`config.mk`:
```
export PLATFORM = sky130hd
export DESIGN_NAME = lpmc_low_power_ctrl
export DESIGN_NICKNAME = d
export VERILOG_FILES = /design/src/lpmc_pkg.sv /design/src/lpmc_low_power_ctrl.sv
export SDC_FILE = /design/constraint.sdc
export NUM_CORES = 1
export LEC_CHECK = 0
export BUFFER_PORTS_ARGS = -buffer_cell sky130_fd_sc_hd__buf_2
export CAP_MARGIN = 20
export CORE_MARGIN = 2
export CORE_UTILIZATION = 45
export CTS_CLUSTER_SIZE = 28
export DETAILED_ROUTE_END_ITERATION = 16
export PLACE_DENSITY_LB_ADDON = 0.1
export SETUP_SLACK_MARGIN = 0.1
export SYNTH_ARGS = -nofsm -noshare
export SYNTH_HDL_FRONTEND = slang
export SYNTH_SLANG_ARGS = --single-unit
```
`constraint.sdc`:
```
create_clock -name clk_sys -period 1.9 [get_ports clk_sys]
set_input_delay 0.095 -clock clk_sys [delete_from_list [all_inputs] [get_ports clk_sys]]
set_output_delay 0.095 -clock clk_sys [all_outputs]
set_load 0.01 [all_outputs]
```
`src/lpmc_pkg.sv`:
```
/*
 * Shared constants and carrier types of the low-power mode controller:
 * register offsets, field positions, reset values, timing counts, the
 * mode enumeration and the packed state record.
 * Assumes a 100 MHz system clock; timing counts are derived from it.
 */
package lpmc_pkg;

  // Register byte offsets on the peripheral bus.
  localparam logic [7:0] CTRL_OFS = 8'h00;
  localparam logic [7:0] CSTS_OFS = 8'h04;

  // Power control field positions.
  localparam int CTRL_LPREG_BIT = 0;
  localparam int CTRL_PDSEL_BIT = 1;
  localparam int CTRL_WFCLR_BIT = 2;
  localparam int CTRL_SBCLR_BIT = 3;
  localparam int CTRL_DETEN_BIT = 4;
  localparam int CTRL_LVL_LSB   = 5;
  localparam int CTRL_LVL_MSB   = 7;
  localparam int CTRL_BKPWE_BIT = 8;

  // Control/status field positions.
  localparam int CSTS_WF_BIT  = 0;
  localparam int CSTS_SB_BIT  = 1;
  localparam int CSTS_DET_BIT = 2;

  localparam logic [31:0] CTRL_RST = 32'h00000000;
  localparam logic [31:0] CSTS_RST = 32'h00000000;

  // Timing figures; the values are plain defaults.
  localparam int CLK_PERIOD_NS = 10;
  localparam int OSC_START_NS  = 2000;
  localparam int REG_WAKE_NS   = 5000;
  localparam int CHIP_RST_NS   = 20000;
  localparam int OSC_START_CYC =
    (OSC_START_NS + CLK_PERIOD_NS - 1) / CLK_PERIOD_NS;
  localparam int REG_WAKE_CYC =
    (REG_WAKE_NS + CLK_PERIOD_NS - 1) / CLK_PERIOD_NS;
  localparam int CHIP_RST_CYC =
    (CHIP_RST_NS + CLK_PERIOD_NS - 1) / CLK_PERIOD_NS;

  typedef enum logic [2:0] {
    LPMC_RUN,
    LPMC_STOP,
    LPMC_STOP_WAKE,
    LPMC_STANDBY,
    LPMC_STBY_RST
  } lpmc_mode_t;

  typedef struct packed {
    logic       bkpWe;
    logic [2:0] detLvl;
    logic       detEn;
    logic       pdSel;
    logic       lpReg;
  } lpmc_ctrl_t;

  typedef struct packed {
    lpmc_mode_t  mode;
    logic        intrWait;
    logic [15:0] cnt;
    lpmc_ctrl_t  ctrl;
    logic        wakeFlag;
    logic        sbFlag;
    logic        detOut;
    logic        wfClr;
    logic [2:0]  pinSy;
    logic [2:0]  rtcSy;
    logic [1:0]  rstSy;
    logic [1:0]  wdtSy;
    logic [1:0]  detSy;
    logic        stsExtra;
    logic        pready;
    logic        pslverr;
    logic [31:0] prdata;
    logic        regLowPower;
    logic        coreHalt;
    logic        memLost;
    logic        resumeIrq;
    logic        resumeEvt;
    logic        chipReset;
  } lpmc_state_t;

  localparam lpmc_state_t STATE_RST = '0;

endpackage : lpmc_pkg

```
`src/lpmc_low_power_ctrl.sv`:
```
/*
 * Low-power mode controller: stop/standby selection on deep-sleep entry,
 * regulator state, wake-up handling and the two power registers on an
 * APB-style slave port.
 * Assumes core-side strobes are on clk_sys; pin-side inputs are async.
 */
`timescale 1ns/1ns
`default_nettype none

// What this block does
// - Deep sleep with select 0 enters stop.
// - Stop regulator follows low-power bit.
// - Interrupt or event wakes, matching the wait.
// - Stop halts core, peripherals; keeps contents.
// - Stop wake waits oscillator time, plus regulator time if low-power bit set.
// - Resume via interrupt service or directly.
// - Select 1, flag clear: enter standby.
// - Pin edge, RTC, reset pin, watchdog exit standby.
// - Standby stops everything; contents lost.
// - Standby exit takes chip reset time.
// - Control resets zero, cleared on standby wake.
// - Bit 1 selects stop or standby.
// - Bit 2 write clears wake flag later.
// - Bit 3 write one clears standby flag.
// - Bit 4 enables voltage detector.
// - Pin or RTC event sets wake flag.
// - Standby entry sets flag; reset/clear only.
// - Detector bit high when supply below level.
// - Status register survives standby wake.
module lpmc_low_power_ctrl #(
  parameter int OSC_CYC = lpmc_pkg::OSC_START_CYC,
  parameter int REG_CYC = lpmc_pkg::REG_WAKE_CYC,
  parameter int RST_CYC = lpmc_pkg::CHIP_RST_CYC
) (
  input  wire logic        clk_sys,
  input  wire logic        sys_rst,
  input  wire logic        clkEn,
  input  wire logic        psel,
  input  wire logic        penable,
  input  wire logic        pwrite,
  input  wire logic [7:0]  paddr,
  input  wire logic [31:0] pwdata,
  output logic [31:0]      prdata,
  output logic             pready,
  output logic             pslverr,
  input  wire logic        coreDeepSleep,
  input  wire logic        waitIntrExec,
  input  wire logic        waitEventExec,
  input  wire logic        irqPending,
  input  wire logic        wakeEvent,
  input  wire logic        wakeupPin,
  input  wire logic        rtcWakeEvt,
  input  wire logic        extResetPinN,
  input  wire logic        watchdogRst,
  input  wire logic        detCompare,
  output logic             regLowPower,
  output logic             coreHalt,
  output logic             periphHalt,
  output logic             memLost,
  output logic             resumeIrq,
  output logic             resumeEvt,
  output logic             chipReset,
  output logic             detEnable,
  output logic [2:0]       detLevel,
  output logic             backupWriteEn
);

  lpmc_pkg::lpmc_state_t st;
  lpmc_pkg::lpmc_state_t nxt;

  logic        setEv;
  logic        wfx;
  logic        acc;
  logic        isCtrl;
  logic        isSts;
  logic        stsRd;
  logic        go;
  logic        stbyExit;
  logic [15:0] stopWakeCnt;
  logic [31:0] ctrlWord;
  logic [31:0] stsWord;

  assign setEv    = (st.pinSy[1] & ~st.pinSy[2]) |
                    (st.rtcSy[1] & ~st.rtcSy[2]);
  assign wfx      = waitIntrExec | waitEventExec;
  assign acc      = psel & penable & ~st.pready;
  assign isCtrl   = (paddr == lpmc_pkg::CTRL_OFS);
  assign isSts    = (paddr == lpmc_pkg::CSTS_OFS);
  assign stsRd    = isSts & ~pwrite;
  // A status register read needs one extra bus cycle before it answers.
  assign go       = acc & (~stsRd | st.stsExtra);
  assign stbyExit = (st.pinSy[1] & ~st.pinSy[2]) | st.rtcSy[1] |
                    ~st.rstSy[1] | st.wdtSy[1];
  // Regulator recovery only counts when it really was in low power.
  assign stopWakeCnt = 16'(OSC_CYC) +
                       (st.ctrl.lpReg ? 16'(REG_CYC) : 16'h0000);

  always_comb begin
    ctrlWord = lpmc_pkg::CTRL_RST;
    ctrlWord[lpmc_pkg::CTRL_LPREG_BIT] = st.ctrl.lpReg;
    ctrlWord[lpmc_pkg::CTRL_PDSEL_BIT] = st.ctrl.pdSel;
    ctrlWord[lpmc_pkg::CTRL_DETEN_BIT] = st.ctrl.detEn;
    ctrlWord[lpmc_pkg::CTRL_LVL_MSB:lpmc_pkg::CTRL_LVL_LSB] = st.ctrl.detLvl;
    ctrlWord[lpmc_pkg::CTRL_BKPWE_BIT] = st.ctrl.bkpWe;
    stsWord = lpmc_pkg::CSTS_RST;
    stsWord[lpmc_pkg::CSTS_WF_BIT]  = st.wakeFlag;
    stsWord[lpmc_pkg::CSTS_SB_BIT]  = st.sbFlag;
    stsWord[lpmc_pkg::CSTS_DET_BIT] = st.detOut;
  end

  always_comb begin
    nxt = st;
    nxt.pinSy = {st.pinSy[1:0], wakeupPin};
    nxt.rtcSy = {st.rtcSy[1:0], rtcWakeEvt};
    nxt.rstSy = {st.rstSy[0], extResetPinN};
    nxt.wdtSy = {st.wdtSy[0], watchdogRst};
    nxt.detSy = {st.detSy[0], detCompare};
    nxt.pready    = 1'b0;
    nxt.pslverr   = 1'b0;
    nxt.wfClr     = 1'b0;
    nxt.resumeIrq = 1'b0;
    nxt.resumeEvt = 1'b0;
    nxt.stsExtra  = acc & stsRd & ~st.stsExtra;

    if (go) begin
      nxt.pready  = 1'b1;
      nxt.pslverr = ~(isCtrl | isSts);
      nxt.prdata  = 32'h00000000;
      if (pwrite && isCtrl) begin
        nxt.ctrl.lpReg  = pwdata[lpmc_pkg::CTRL_LPREG_BIT];
        nxt.ctrl.pdSel  = pwdata[lpmc_pkg::CTRL_PDSEL_BIT];
        nxt.ctrl.detEn  = pwdata[lpmc_pkg::CTRL_DETEN_BIT];
        // Code n selects 2.2 V plus n tenths of a volt.
        nxt.ctrl.detLvl =
          pwdata[lpmc_pkg::CTRL_LVL_MSB:lpmc_pkg::CTRL_LVL_LSB];
        nxt.ctrl.bkpWe  = pwdata[lpmc_pkg::CTRL_BKPWE_BIT];
        nxt.wfClr       = pwdata[lpmc_pkg::CTRL_WFCLR_BIT];
        if (pwdata[lpmc_pkg::CTRL_SBCLR_BIT]) begin
          nxt.sbFlag = 1'b0;
        end
      end else if (!pwrite && isCtrl) begin
        nxt.prdata = ctrlWord;
      end else if (stsRd) begin
        nxt.prdata = stsWord;
      end
    end

    // The clear takes effect one cycle after the write; a pin event in that later
    // cycle still wins, while one in the cycle of the write itself is cleared.
    if (st.wfClr) begin
      nxt.wakeFlag = 1'b0;
    end
    if (setEv) begin
      nxt.wakeFlag = 1'b1;
    end

    nxt.detOut = st.ctrl.detEn & st.detSy[1] &
                 (st.mode != lpmc_pkg::LPMC_STANDBY);

    unique case (st.mode)
      lpmc_pkg::LPMC_RUN: begin
        if (coreDeepSleep && wfx && !st.ctrl.pdSel) begin
          nxt.mode   = lpmc_pkg::LPMC_STOP;
          nxt.intrWait = waitIntrExec;
        end else if (coreDeepSleep && wfx && !st.wakeFlag) begin
          nxt.mode   = lpmc_pkg::LPMC_STANDBY;
          nxt.sbFlag = 1'b1;
        end
      end
      lpmc_pkg::LPMC_STOP: begin
        if (st.intrWait ? irqPending : wakeEvent) begin
          nxt.mode = lpmc_pkg::LPMC_STOP_WAKE;
          nxt.cnt  = stopWakeCnt;
        end
      end
      lpmc_pkg::LPMC_STOP_WAKE: begin
        if (st.cnt <= 16'h0001) begin
          nxt.mode      = lpmc_pkg::LPMC_RUN;
          nxt.cnt       = 16'h0000;
          nxt.resumeIrq = st.intrWait;
          nxt.resumeEvt = ~st.intrWait;
        end else begin
          nxt.cnt = st.cnt - 16'h0001;
        end
      end
      lpmc_pkg::LPMC_STANDBY: begin
        if (stbyExit) begin
          nxt.mode = lpmc_pkg::LPMC_STBY_RST;
          nxt.cnt  = 16'(RST_CYC);
        end
      end
      lpmc_pkg::LPMC_STBY_RST: begin
        if (st.cnt <= 16'h0001) begin
          nxt.mode = lpmc_pkg::LPMC_RUN;
          nxt.cnt  = 16'h0000;
          // Status flags are kept so software can see why it restarted.
          nxt.ctrl = lpmc_pkg::STATE_RST.ctrl;
        end else begin
          nxt.cnt = st.cnt - 16'h0001;
        end
      end
    endcase

    nxt.regLowPower = (nxt.mode == lpmc_pkg::LPMC_STOP) &
                      nxt.ctrl.lpReg;
    nxt.coreHalt    = (nxt.mode != lpmc_pkg::LPMC_RUN);
    nxt.memLost     = (nxt.mode == lpmc_pkg::LPMC_STANDBY) |
                      (nxt.mode == lpmc_pkg::LPMC_STBY_RST);
    nxt.chipReset   = (nxt.mode == lpmc_pkg::LPMC_STBY_RST);
  end

  // Only power-on reset reaches the status flags; standby wake does not.
  always_ff @(posedge clk_sys or posedge sys_rst) begin
    if (sys_rst) begin
      st <= lpmc_pkg::STATE_RST;
    end else if (clkEn) begin
      st <= nxt;
    end
  end

  assign prdata        = st.prdata;
  assign pready        = st.pready;
  assign pslverr       = st.pslverr;
  assign regLowPower   = st.regLowPower;
  assign coreHalt      = st.coreHalt;
  assign periphHalt    = st.coreHalt;
  assign memLost       = st.memLost;
  assign resumeIrq     = st.resumeIrq;
  assign resumeEvt     = st.resumeEvt;
  assign chipReset     = st.chipReset;
  assign detEnable     = st.ctrl.detEn;
  assign detLevel      = st.ctrl.detLvl;
  assign backupWriteEn = st.ctrl.bkpWe;
endmodule : lpmc_low_power_ctrl

`default_nettype wire

```
; ---- Word-level counts from Yosys, hierarchy flattened
; Index checks and enable logic that the tools add are counted.
[word_totals]
regBits = 84
latchBits = 0
memories = 0
ram_bits = 0
output_inout_bits = 46
romBits = 0
inputBits = 56
[op_classes]
div_mod_pow = 0
n_bitwise = 28
n_mux = 32
order_cmp = 1
n_mul = 0
n_eq_ne = 11
addsub = 2
shift = 0
n_reduce_logical = 18
[op_table]
columns = op, n
row1 = 2-to-1 mux 16 bit, 3
row2 = case mux 16 bit (3 select lines), 1
row3 = 2-to-1 mux 34 bit, 1
row4 = 2-to-1 mux 7 bit, 4
row5 = 2-to-1 mux 9 bit, 3
row6 = 2-to-1 mux 3 bit, 6
row7 = less-or-equal comparator 16 x 1 -> 1 bit (second input constant), 1
row8 = subtractor 16 x 1 -> 16 bit (second input constant), 1
row9 = case mux 3 bit (4 select lines), 1
row10 = bitwise AND 1 bit, 11
row11 = 2-to-1 mux 1 bit, 11
row12 = adder 8 x 9 -> 10 bit (first input constant), 1
row13 = == test 3 x 2 -> 1 bit (second input constant), 3
row14 = inverter 1 bit, 9
row15 = == test 8 x 3 -> 1 bit (second input constant), 1
row16 = zero test 8 bit, 1
row17 = bitwise OR 1 bit, 8
row18 = == test 3 x 1 -> 1 bit (second input constant), 2
row19 = == test 3 bit (second input constant), 2
row20 = nonzero test 3 bit, 2
row21 = logical AND 1 bit, 5
row22 = 2-to-1 mux 2 bit, 2
row23 = != test 2 bit (second input constant), 2
row24 = AND reduction 2 bit, 2
row25 = other kinds (7), 9

; ---- Logic depth before layout (Yosys ltp)
; Gate-level depths: netlist (run 1).
[logic_depth]
ltp_word = 9
depth_mapped = 9
mapped_depth_nobuf = 8

; ---- Worst setup path after synthesis (run 1)
; No wires, ideal clock.
[synth_timing]
path_type = register to register
from = register st[75] in the netlist's numbering
to = register st (netlist bit chipReset)
setup_slack_ns = 0.110
synth_period_minus_slack_ns = 1.790
path_stages_with_launch = 7
t_arrival_ns = 1.665
cell_sequence = dfrtp_1 > nor4_4 > o2111ai_4 > o211ai_2 > and3_4 > nor3_2 > mux2_4
[synth_via]
elab_chain_cells = 4
[synth_lines]
columns = item, line_no
row1 = "start, declared", lpmc_low_power_ctrl.sv:68  ; lpmc_pkg::lpmc_state_t st;
row2 = "start signal, assigned", lpmc_low_power_ctrl.sv:215  ; st <= lpmc_pkg::STATE_RST;
row3 = "start signal, assigned", lpmc_low_power_ctrl.sv:217  ; st <= nxt;
row4 = less-or-equal comparator 16 x 1 -> 1 bit, "lpmc_low_power_ctrl.sv:177, lpmc_low_power_ctrl.sv:193"
row5 = 2-to-1 mux 3 bit, "lpmc_low_power_ctrl.sv:177, lpmc_low_power_ctrl.sv:193"
row6 = case mux 3 bit (4 select lines), lpmc_low_power_ctrl.sv:160  ; unique case (st.mode)
row7 = == test 3 bit, lpmc_low_power_ctrl.sv:209  ; nxt.chipReset = (nxt.mode == lpmc_pkg::LPMC_STBY_RST);
; Every way passes these cells.
; A chain may end at the register's enable or synchronous reset.

; ---- Final worst setup path (run 1)
[layout_timing]
from = register st[75] in the netlist's numbering
to = register st (netlist bit memLost)
[layout_via]
elab_chain_cells = 5
word_cells_on_any_way = 6
classes_between = order compare (1) / eq/ne (2) / mux (2) / bitwise (1)
[layout_lines]
columns = item, line_no
row1 = less-or-equal comparator 16 x 1 -> 1 bit *, "lpmc_low_power_ctrl.sv:177, lpmc_low_power_ctrl.sv:193"
row2 = 2-to-1 mux 3 bit *, "lpmc_low_power_ctrl.sv:177, lpmc_low_power_ctrl.sv:193"
row3 = case mux 3 bit (4 select lines) *, lpmc_low_power_ctrl.sv:160
row4 = == test 3 x 2 -> 1 bit or == test 3 bit (tied branches), "lpmc_low_power_ctrl.sv:207, lpmc_low_power_ctrl.sv:208"
row5 = bitwise OR 1 bit *, lpmc_low_power_ctrl.sv:207  ; nxt.memLost = (nxt.mode == lpmc_pkg::LPMC_STANDBY) |
; Mark *: on every way between the ends. The rest lies on a longest branch, timed or not.

==> results of run 1 <==
[metrics by stage]
stage          util (%)  setup TNS (ns)  power [W]  setup WS (ns)  area (µm²)
3_3_place_gp       52.8         -0.0255    0.00378        -0.0207        3870
5_1_grt            60.0          -0.301    0.00581        -0.0656        4400
6_report           60.0               0    0.00545         0.0226        4400
2_1_floorplan         -               0    0.00314          0.110        3530
4_1_cts            59.3         -0.0370    0.00542        -0.0346        4340
3_5_place_dp       52.8          -0.162    0.00380        -0.0718        3870
[area by class of cell]
type / count / share of cell area (%)
multi-input combinational: 267 / 38.7
sequential: 60 / 34.2
timing repair buffer: 114 / 17.7
clock buffer: 9 / 2.82
clock inverter: 7 / 2.82
tap: 99 / 2.82
inverter: 12 / 1.02
[flip-flops by register name (all words and copies together) (netlist names)]
| name | count |
|---|---|
| resumeIrq | 1 |
| memLost | 1 |
| st | 30 |
| chipReset | 1 |
| resumeEvt | 1 |
| detEnable | 1 |
| detLevel | 3 |
| nxt | 7 |
| pslverr | 1 |
| regLowPower | 1 |
| coreHalt | 1 |
| backupWriteEn | 1 |
| pready | 1 |
| prdata | 8 |
| ctrlWord | 2 |
[power groups by stage]
| stage | clock, W | combinational (W) | sequential, W |
|---|---|---|---|
| global placement | 0 | 0.00211 | 0.00168 |
| finish | 0.00143 | 0.00235 | 0.00167 |
| floorplan | 0 | 0.00149 | 0.00166 |
| detailed placement | 0 | 0.00212 | 0.00168 |
| CTS | 0.00146 | 0.00229 | 0.00166 |
| global route | 0.00151 | 0.00258 | 0.00171 |
[logic make-up (layout without fill, tap and decap cells)]
logic type | Yosys count | after routing
flops | 60 | 60
fa+ha+maj | 2 | 2
compound gates | 94 | 94
other cells | 1 | 24
simple gates | 131 | 131
mux | 15 | 15
xor+xnor | 1 | 1
buf+inv | 60 | 142
[critical path: stages (launching register included)]
cell,delay (ns)
dfrtp_1,0.41
nor4_4,0.27
buf_4,0.17
o2111ai_4,0.13
buf_6,0.17
o21ai_2,0.11
a22oi_2,0.12
a31o_2,0.23
o22a_2,0.17
[placed cells by master (no fill, tap or decap), types with 9 or more instances in the layout]
master,count
dfrtp_1,58
buf_2,54
nand2_1,45
buf_4,43
o21ai_0,27
nor2_1,26
conb_1,24
o21ai_1,18
mux2_2,13
dlygate4sd3_1,12
nand2_2,9
clkbuf_8,9
[worst max-delay path by stage]
stage	start	endpoint	slack (ns)	cells after the start
2_1_floorplan	st[75]$_DFFE_PP0P_	chipReset$_DFFE_PP0P_	0.11	6
3_3_place_gp	st[75]$_DFFE_PP0P_	memLost$_DFFE_PP0P_	-0.02	7
3_5_place_dp	st[75]$_DFFE_PP0P_	regLowPower$_DFFE_PP0P_	-0.07	7
4_1_cts	st[78]$_DFFE_PP0P_	regLowPower$_DFFE_PP0P_	-0.03	8
5_1_grt	st[75]$_DFFE_PP0P_	regLowPower$_DFFE_PP0P_	-0.07	8
6_report	st[75]$_DFFE_PP0P_	memLost$_DFFE_PP0P_	0.02	8
[layer usage]
layer / global-route usage [%] / part of all wire [%] / up-vias
met5: 0 / 0 / -
met4: 5.68 / 0.84 / 0
met3: 3.32 / 4.1 / 5
met2: 29.6 / 44 / 69
met1: 26.6 / 51 / 1274
li1: - / - / 1427
[what timing repair did]
action / 4_1_cts / 5_1_grt
buffers inserted: 6 / 1
gates cloned: 0 / 0
setup endpoints to repair: 25 / 28
hold buffers: 12 / 0
endpoints found under the hold margin: 71 / 0
pin swaps: 15 / 9
gates resized for setup: 16 / 22
==> metrics.md, run 1 <==
| Metric | Value |
|---|---|
| Status | `completed` |
| Die W | `roughly 90 µm` |
| Clk_lat worst skew | `roughly 0.33 ns` |
| Crit path kind | `reg2reg` |
| Clk pin slew, worst setup/hold paths | `about 0.08 ns` |
| Initial Utilization | `~47%` |
| Total iterations of the first detailed-routing run | `4` |
| Netlist Area Pre-Place | `about 3400 µm²` |
| Post-synth EDFFs | `0` |
| Compound-Gate Fraction of Synth Area | `18.1%` |
| Antenna violations before repair | `0` |
| Core box area | `7330 µm²` |
| Worst-margin pin slew | `0.604 ns` |
| Unique cell type count in the Yosys netlist | `66` |
| Setup Skew | `around 0.010 ns` |
| Synth Area in Simple Gates | `between 10% and 20%` |
| Post-synthesis mux area share | `4.97%` |
| Synth warn | `0` |
| Min Clock Period, post-route | `1.88 ns` |
| Setup crit start kind | `flip-flop` |
| Count leader, synth | `dfrtp_1` |
| Setup violators final | `0` |
| Sequential share of power | `30.7%` |
| Reg2reg path depth | `8` |
| Mapped Cells | `between 300 and 400` |
| Max Slew Vio Count | `0` |
| Pleak | `2.04 nW` |
| Pwr dens | `between 1000 and 1500 nW/µm²` |
| Nature of the critical path endpoint | `flip-flop` |
| CTS Buf Count | `9` |
| Antenna cell count | `0` |
| Required @ worst endpoint | `roughly 2.1 ns` |
| HPWL after detailed placement | `~5400 µm` |
| Fin crit share | `between 90% and 100%` |
| Die area | `8370 µm²` |
| Fill cells | `~650` |
| # DRC | `0` |
| Switching Fraction | `35.3%` |
| GRT overflow | `0` |
| Die Ht | `a little over 90 µm` |
| R2R Setup Slk | `about 0.023 ns` |
| Ports | `102` |
| Clock power frac | `26.3%` |
| Final hold violation count | `0` |
| Avg Inst Size Synth | `9.47 µm²` |
| TritonCTS Sinks | `60` |
| Hold Crit Class | `in2reg` |
| Critical R2R Launch | `st[75]$_DFFE_PP0P_` |
| Total GRT Usage | `18.8%` |
| Largest family of logic cells by synthesized area | `simple AND/OR/NAND/NOR gates` |
| Worst Hold Launch | `pwdata[2]` |
| Vias in the first global route | `2723` |
| Synth area leaders | `dfrtp_1 (44%), buf_4 (7.8%), nand2_1 (5.7%)` |
| Worst vdd ir | `approximately 0.82 mV` |
| CP max FO | `5` |
| RSZ-0062 raised after global routing | `yes` |
| Net switching power | `between 0.0015 and 0.002 W` |
| Fmax | `about 0.53 GHz` |
| Internal power component | `0.00353 W` |
| Xor and xnor fraction of the mapped netlist area | `0.254%` |
| R2r endpoint | `memLost$_DFFE_PP0P_` |
| Max Cap Viol | `0` |
| Final std cells w/o fill | `568` |
| Multi-input logic area | `~1700 µm²` |
| # nets final | `522` |
| Combinational power share | `roughly 43%` |
| CTS tree | `done` |
| Share of cells above drive strength 1 | `38.8%` |
| Synth-to-Final Area Change | `27.7%` |
| Share of the synthesized area in the top cell type | `between 40% and 50%` |
| Register bit total from synthesis | `60` |
| Worst hold slack | `0.0197 ns` |
| Antenna Nets Post-Route | `0` |
| H-tree Lvls | `3` |
| Main flop type after synthesis | `dfrtp_1` |
| Relative slew slack | `~60%` |
| Largest area contributor in the netlist | `dfrtp_1` |
| Synth cell count leaders | `dfrtp_1 (60), nand2_1 (52), buf_4 (36), o21ai_0 (32), nor2_1 (26)` |
| DRT Wirelength | `about 7600 µm` |
| CTS root buf | `clkbuf_8` |
| Register area | `between 1500 and 2000 µm²` |
| FP Rows | `31` |
| Synth Area in Adders | `less than 1%` |
| Vias | `2775` |
| Register area share after synthesis | `between 40% and 50%` |
| Cells after DPL | `534` |
| CTS max path bufs | `2` |
| Asr flop ratio synth | `between 90% and 100%` |
| Port Buf Inserts | `54` |
| Routed vias/inst | `approximately 5` |
| First-pass GRT wire length | `12700 µm` |
| Hold Path Depth | `3` |
| Largest net degree at the start of global routing | `a little over 60` |
| Placer Congestion | `between 0.8 and 0.9` |
| Crit path DAT | `roughly 2.1 ns` |
| Avg WL per Cell | `about 13 µm` |
| Hold endpoint | `st[53]$_DFFE_PP0P_` |
| Iter 0 DRT Violations | `121` |
Note: power is estimated with default switching activity, not from simulation.
==> inputs of run 2 (changes only) <==
Settings changed: ABC_AREA set to 1.
==> metrics.md, run 2 <==
| Metric | Value |
|---|---|
| CTS root buf | `clkbuf_8` |
| Antenna violations before repair | `0` |
| Synth area leaders | `dfrtp_1 (44%), nand2_1 (16%), buf_4 (8.0%)` |
| GRT overflow | `0` |
| Share of the synthesized area in the top cell type | `between 40 and 50%` |
| CTS tree | `done` |
| R2R Setup Slk | `roughly 0.22 ns` |
| Critical Path Source | `st[65]$_DFFE_PP0P_` |
| Vias in the first global route | `between 2k and 3k` |
| Pleak | `2.15 nW` |
| Count leader, synth | `nand2_1` |
| Pwr dens | `1120 nW/µm²` |
| Final std cells w/o fill | `~640` |
| Max FFs per register | `30` |
| Worst vdd ir | `~0.58 mV` |
| Largest Register | `st` |
| Mapped Cells | `464` |
| CTS max path bufs | `2` |
| Port Buf Inserts | `54` |
| Total iterations of the first detailed-routing run | `4` |
| Hold Crit Class | `in2reg` |
| Avg Inst Size Synth | `approximately 7.3 µm²` |
| Setup violators final | `0` |
| H-tree Lvls | `3` |
| Crit path kind | `reg2reg` |
| Top delay family on crit path | `simple AND/OR/NAND/NOR gates` |
| Total GRT Usage | `19.9%` |
| Post-synth EDFFs | `0` |
| Antenna Nets Post-Route | `0` |
| Crit path cell chain | `inv_2 > ha_2 > inv_1 > nand2_1 > nand2_1 > nor2_2 > nand2_2 > nand2_1 > nand3_1 > nor2_2 > nand3_1 > nand2_1` |
| Met3 wire length | `roughly 300 µm` |
| Final hold violation count | `0` |
| Routed vias/inst | `approximately 4.7` |
| Clk_lat worst skew | `roughly 0.34 ns` |
| Max Cap Viol | `0` |
| # DRC | `0` |
| Synth-to-Final Area Change | `19.4%` |
| Top sig layer | `met4` |
| Reg2reg path depth | `12` |
| Nature of the critical path endpoint | `flip-flop` |
| Crit path buf inv count | `2` |
| Total negative slack | `0 ns` |
| Slowest CP cell | `dfrtp_1` |
| Setup Skew | `between 0.007 and 0.008 ns` |
| Synth warn | `0` |
| Most used cell, CP | `nand2_1` |
| Avg WL per Cell | `~12 µm` |
| Vias | `about 3k` |
| Largest net degree at the start of global routing | `42` |
| Antenna cell count | `0` |
| FP Rows | `31` |
| Fmax | `just under 0.6 GHz` |
| Unique cell type count in the Yosys netlist | `31` |
| Crit path depth | `12` |
| Main flop type after synthesis | `dfrtp_1` |
| Asr flop ratio synth | `100%` |
| Min Clock Period, post-route | `1.68 ns` |
| Netlist Area Pre-Place | `approximately 3400 µm²` |
| TritonCTS Sinks | `60` |
| Die area | `between 8000 and 9000 µm²` |
| Critical R2R Launch | `st[65]$_DFFE_PP0P_` |
| HPWL after detailed placement | `between 5000 and 6000 µm` |
| Die Ht | `slightly above 90 µm` |
| Clk pin slew, worst setup/hold paths | `~0.07 ns` |
| Iter 0 DRT Violations | `approximately 160` |
| First-pass GRT wire length | `13200 µm` |
| Share of cells above drive strength 1 | `slightly above 20%` |
| Status | `completed` |
| Most frequent cells in the layout | `nand2_1 (145), dfrtp_1 (60), nor2_1 (56)` |
| Register bit total from synthesis | `60` |
| DRT Wirelength | `between 7000 and 8000 µm` |
| Core box area | `about 7300 µm²` |
| Register area share after synthesis | `between 40% and 50%` |
| Fin crit share | `between 80% and 90%` |
| Crit path DAT | `between 1.5 and 2 ns` |
| Final worst slack | `between 0.2 and 0.25 ns` |
| R2r endpoint | `regLowPower$_DFFE_PP0P_` |
| Slowest cell delay on critical path | `around 0.41 ns` |
| M1 WL | `approximately 3900 µm` |
| Die W | `~90 µm` |
| Setup crit end | `regLowPower$_DFFE_PP0P_` |
| # nets final | `592` |
| Initial Utilization | `between 40 and 50%` |
| Ports | `about 100` |
| RSZ-0062 raised after global routing | `yes` |
| Placer Congestion | `about 0.87` |
| Cells after DPL | `610` |
| Commonest non-fill, non-tap cell in the layout | `nand2_1` |
| Required @ worst endpoint | `about 2.2 ns` |
| Met2 routed WL | `approximately 3300 µm` |
| Synth cell count leaders | `nand2_1 (149), nor2_1 (64), dfrtp_1 (60), inv_1 (42), o21ai_0 (37)` |
| Setup crit start kind | `flip-flop` |
| CTS Buf Count | `9` |
| Largest area contributor in the netlist | `dfrtp_1` |
| Place WS | `~0.12 ns` |
| Max Slew Vio Count | `0` |
| CP max FO | `4` |
## run 2: changes by cell type after synthesis, moves of 6 or more
| cell | previous run | this run |
|---|---|---|
| nor2_1 | 26 | 64 |
| inv_1 | 10 | 42 |
| nand3_1 | 7 | 25 |
| a21oi_1 | 9 | 2 |
| nand2b_1 | 8 | 0 |
| nand2_1 | 52 | 149 |
| o21ai_1 | 15 | 1 |
| o31ai_1 | 8 | 1 |
| mux2_2 | 13 | 0 |
| xor2_1 | 0 | 6 |
## run 2: repair_timing
action                                 in CTS  in global routing
buffers inserted                            0                  2
hold buffers                               10                  0
resized for setup                           1                 19
pin swaps                                   0                  5
endpoints found under the hold margin      28                  0
setup endpoints to repair                   1                 26
## run 2: layout make-up
type                       count  area (µm²)
fill                         727        3240
multi-input combinational    339        1560
sequential                    60        1500
timing repair buffer          80         503
inverter                      44         168
clock buffer                  11         141
tap                           99         124
clock inverter                 5        61.3
## run 2: logic make-up after synthesis
kind of cell	count (synthesis)	synth area share, %
simple gates	252	29.8
buf+inv	88	14.0
flops	60	44.2
compound gates	48	7.77
xor+xnor	12	3.09
fa+ha+maj	2	0.736
other cells	1	0.110
mux	1	0.295
## run 2: layer usage
layer	vias up	track usage, %
met5	-	0
met4	0	8.84
met3	16	4.76
met2	87	29.3
met1	1355	27.9
li1	1539	-
## run 2: tightest hold or removal path: stages
cell	delay [ns]
buf_2	0.09
inv_1	0.04
o21ai_0	0.08
## run 2: how the worst min path moves through the flow
stage | startpoint | to | slack, ns | cells past startpoint
after floorplan | detCompare | nxt[42]$_DFFE_PP0P_ | 0.21 | 2
after global placement | sys_rst | pslverr$_DFFE_PP0P_ | 0.14 | 2
after detailed placement | sys_rst | pslverr$_DFFE_PP0P_ | 0.14 | 2
after CTS | pwdata[1] | ctrlWord[1]$_DFFE_PP0P_ | 0.003 | 3
after global routing | pwdata[2] | st[53]$_DFFE_PP0P_ | 0.02 | 3
final | pwdata[8] | backupWriteEn$_DFFE_PP0P_ | 0.01 | 3
## run 2: per-stage QoR
stage          util [%]  area [µm²]  power [W]  hold WS [ns]
3_3_place_gp       50.5        3690    0.00321         0.145
4_1_cts            54.7        3990    0.00445       0.00287
3_5_place_dp       50.5        3690    0.00323         0.145
2_1_floorplan         -        3480    0.00280         0.207
5_1_grt            55.6        4060    0.00489        0.0152
6_report           55.6        4060    0.00453        0.0132
## run 2: power by group
part           switching (W)  leakage [nW]  internal [W]
clock network       0.000537        0.0918      0.000644
registers           0.000201         0.776       0.00148
logic                0.00103          1.28      0.000639
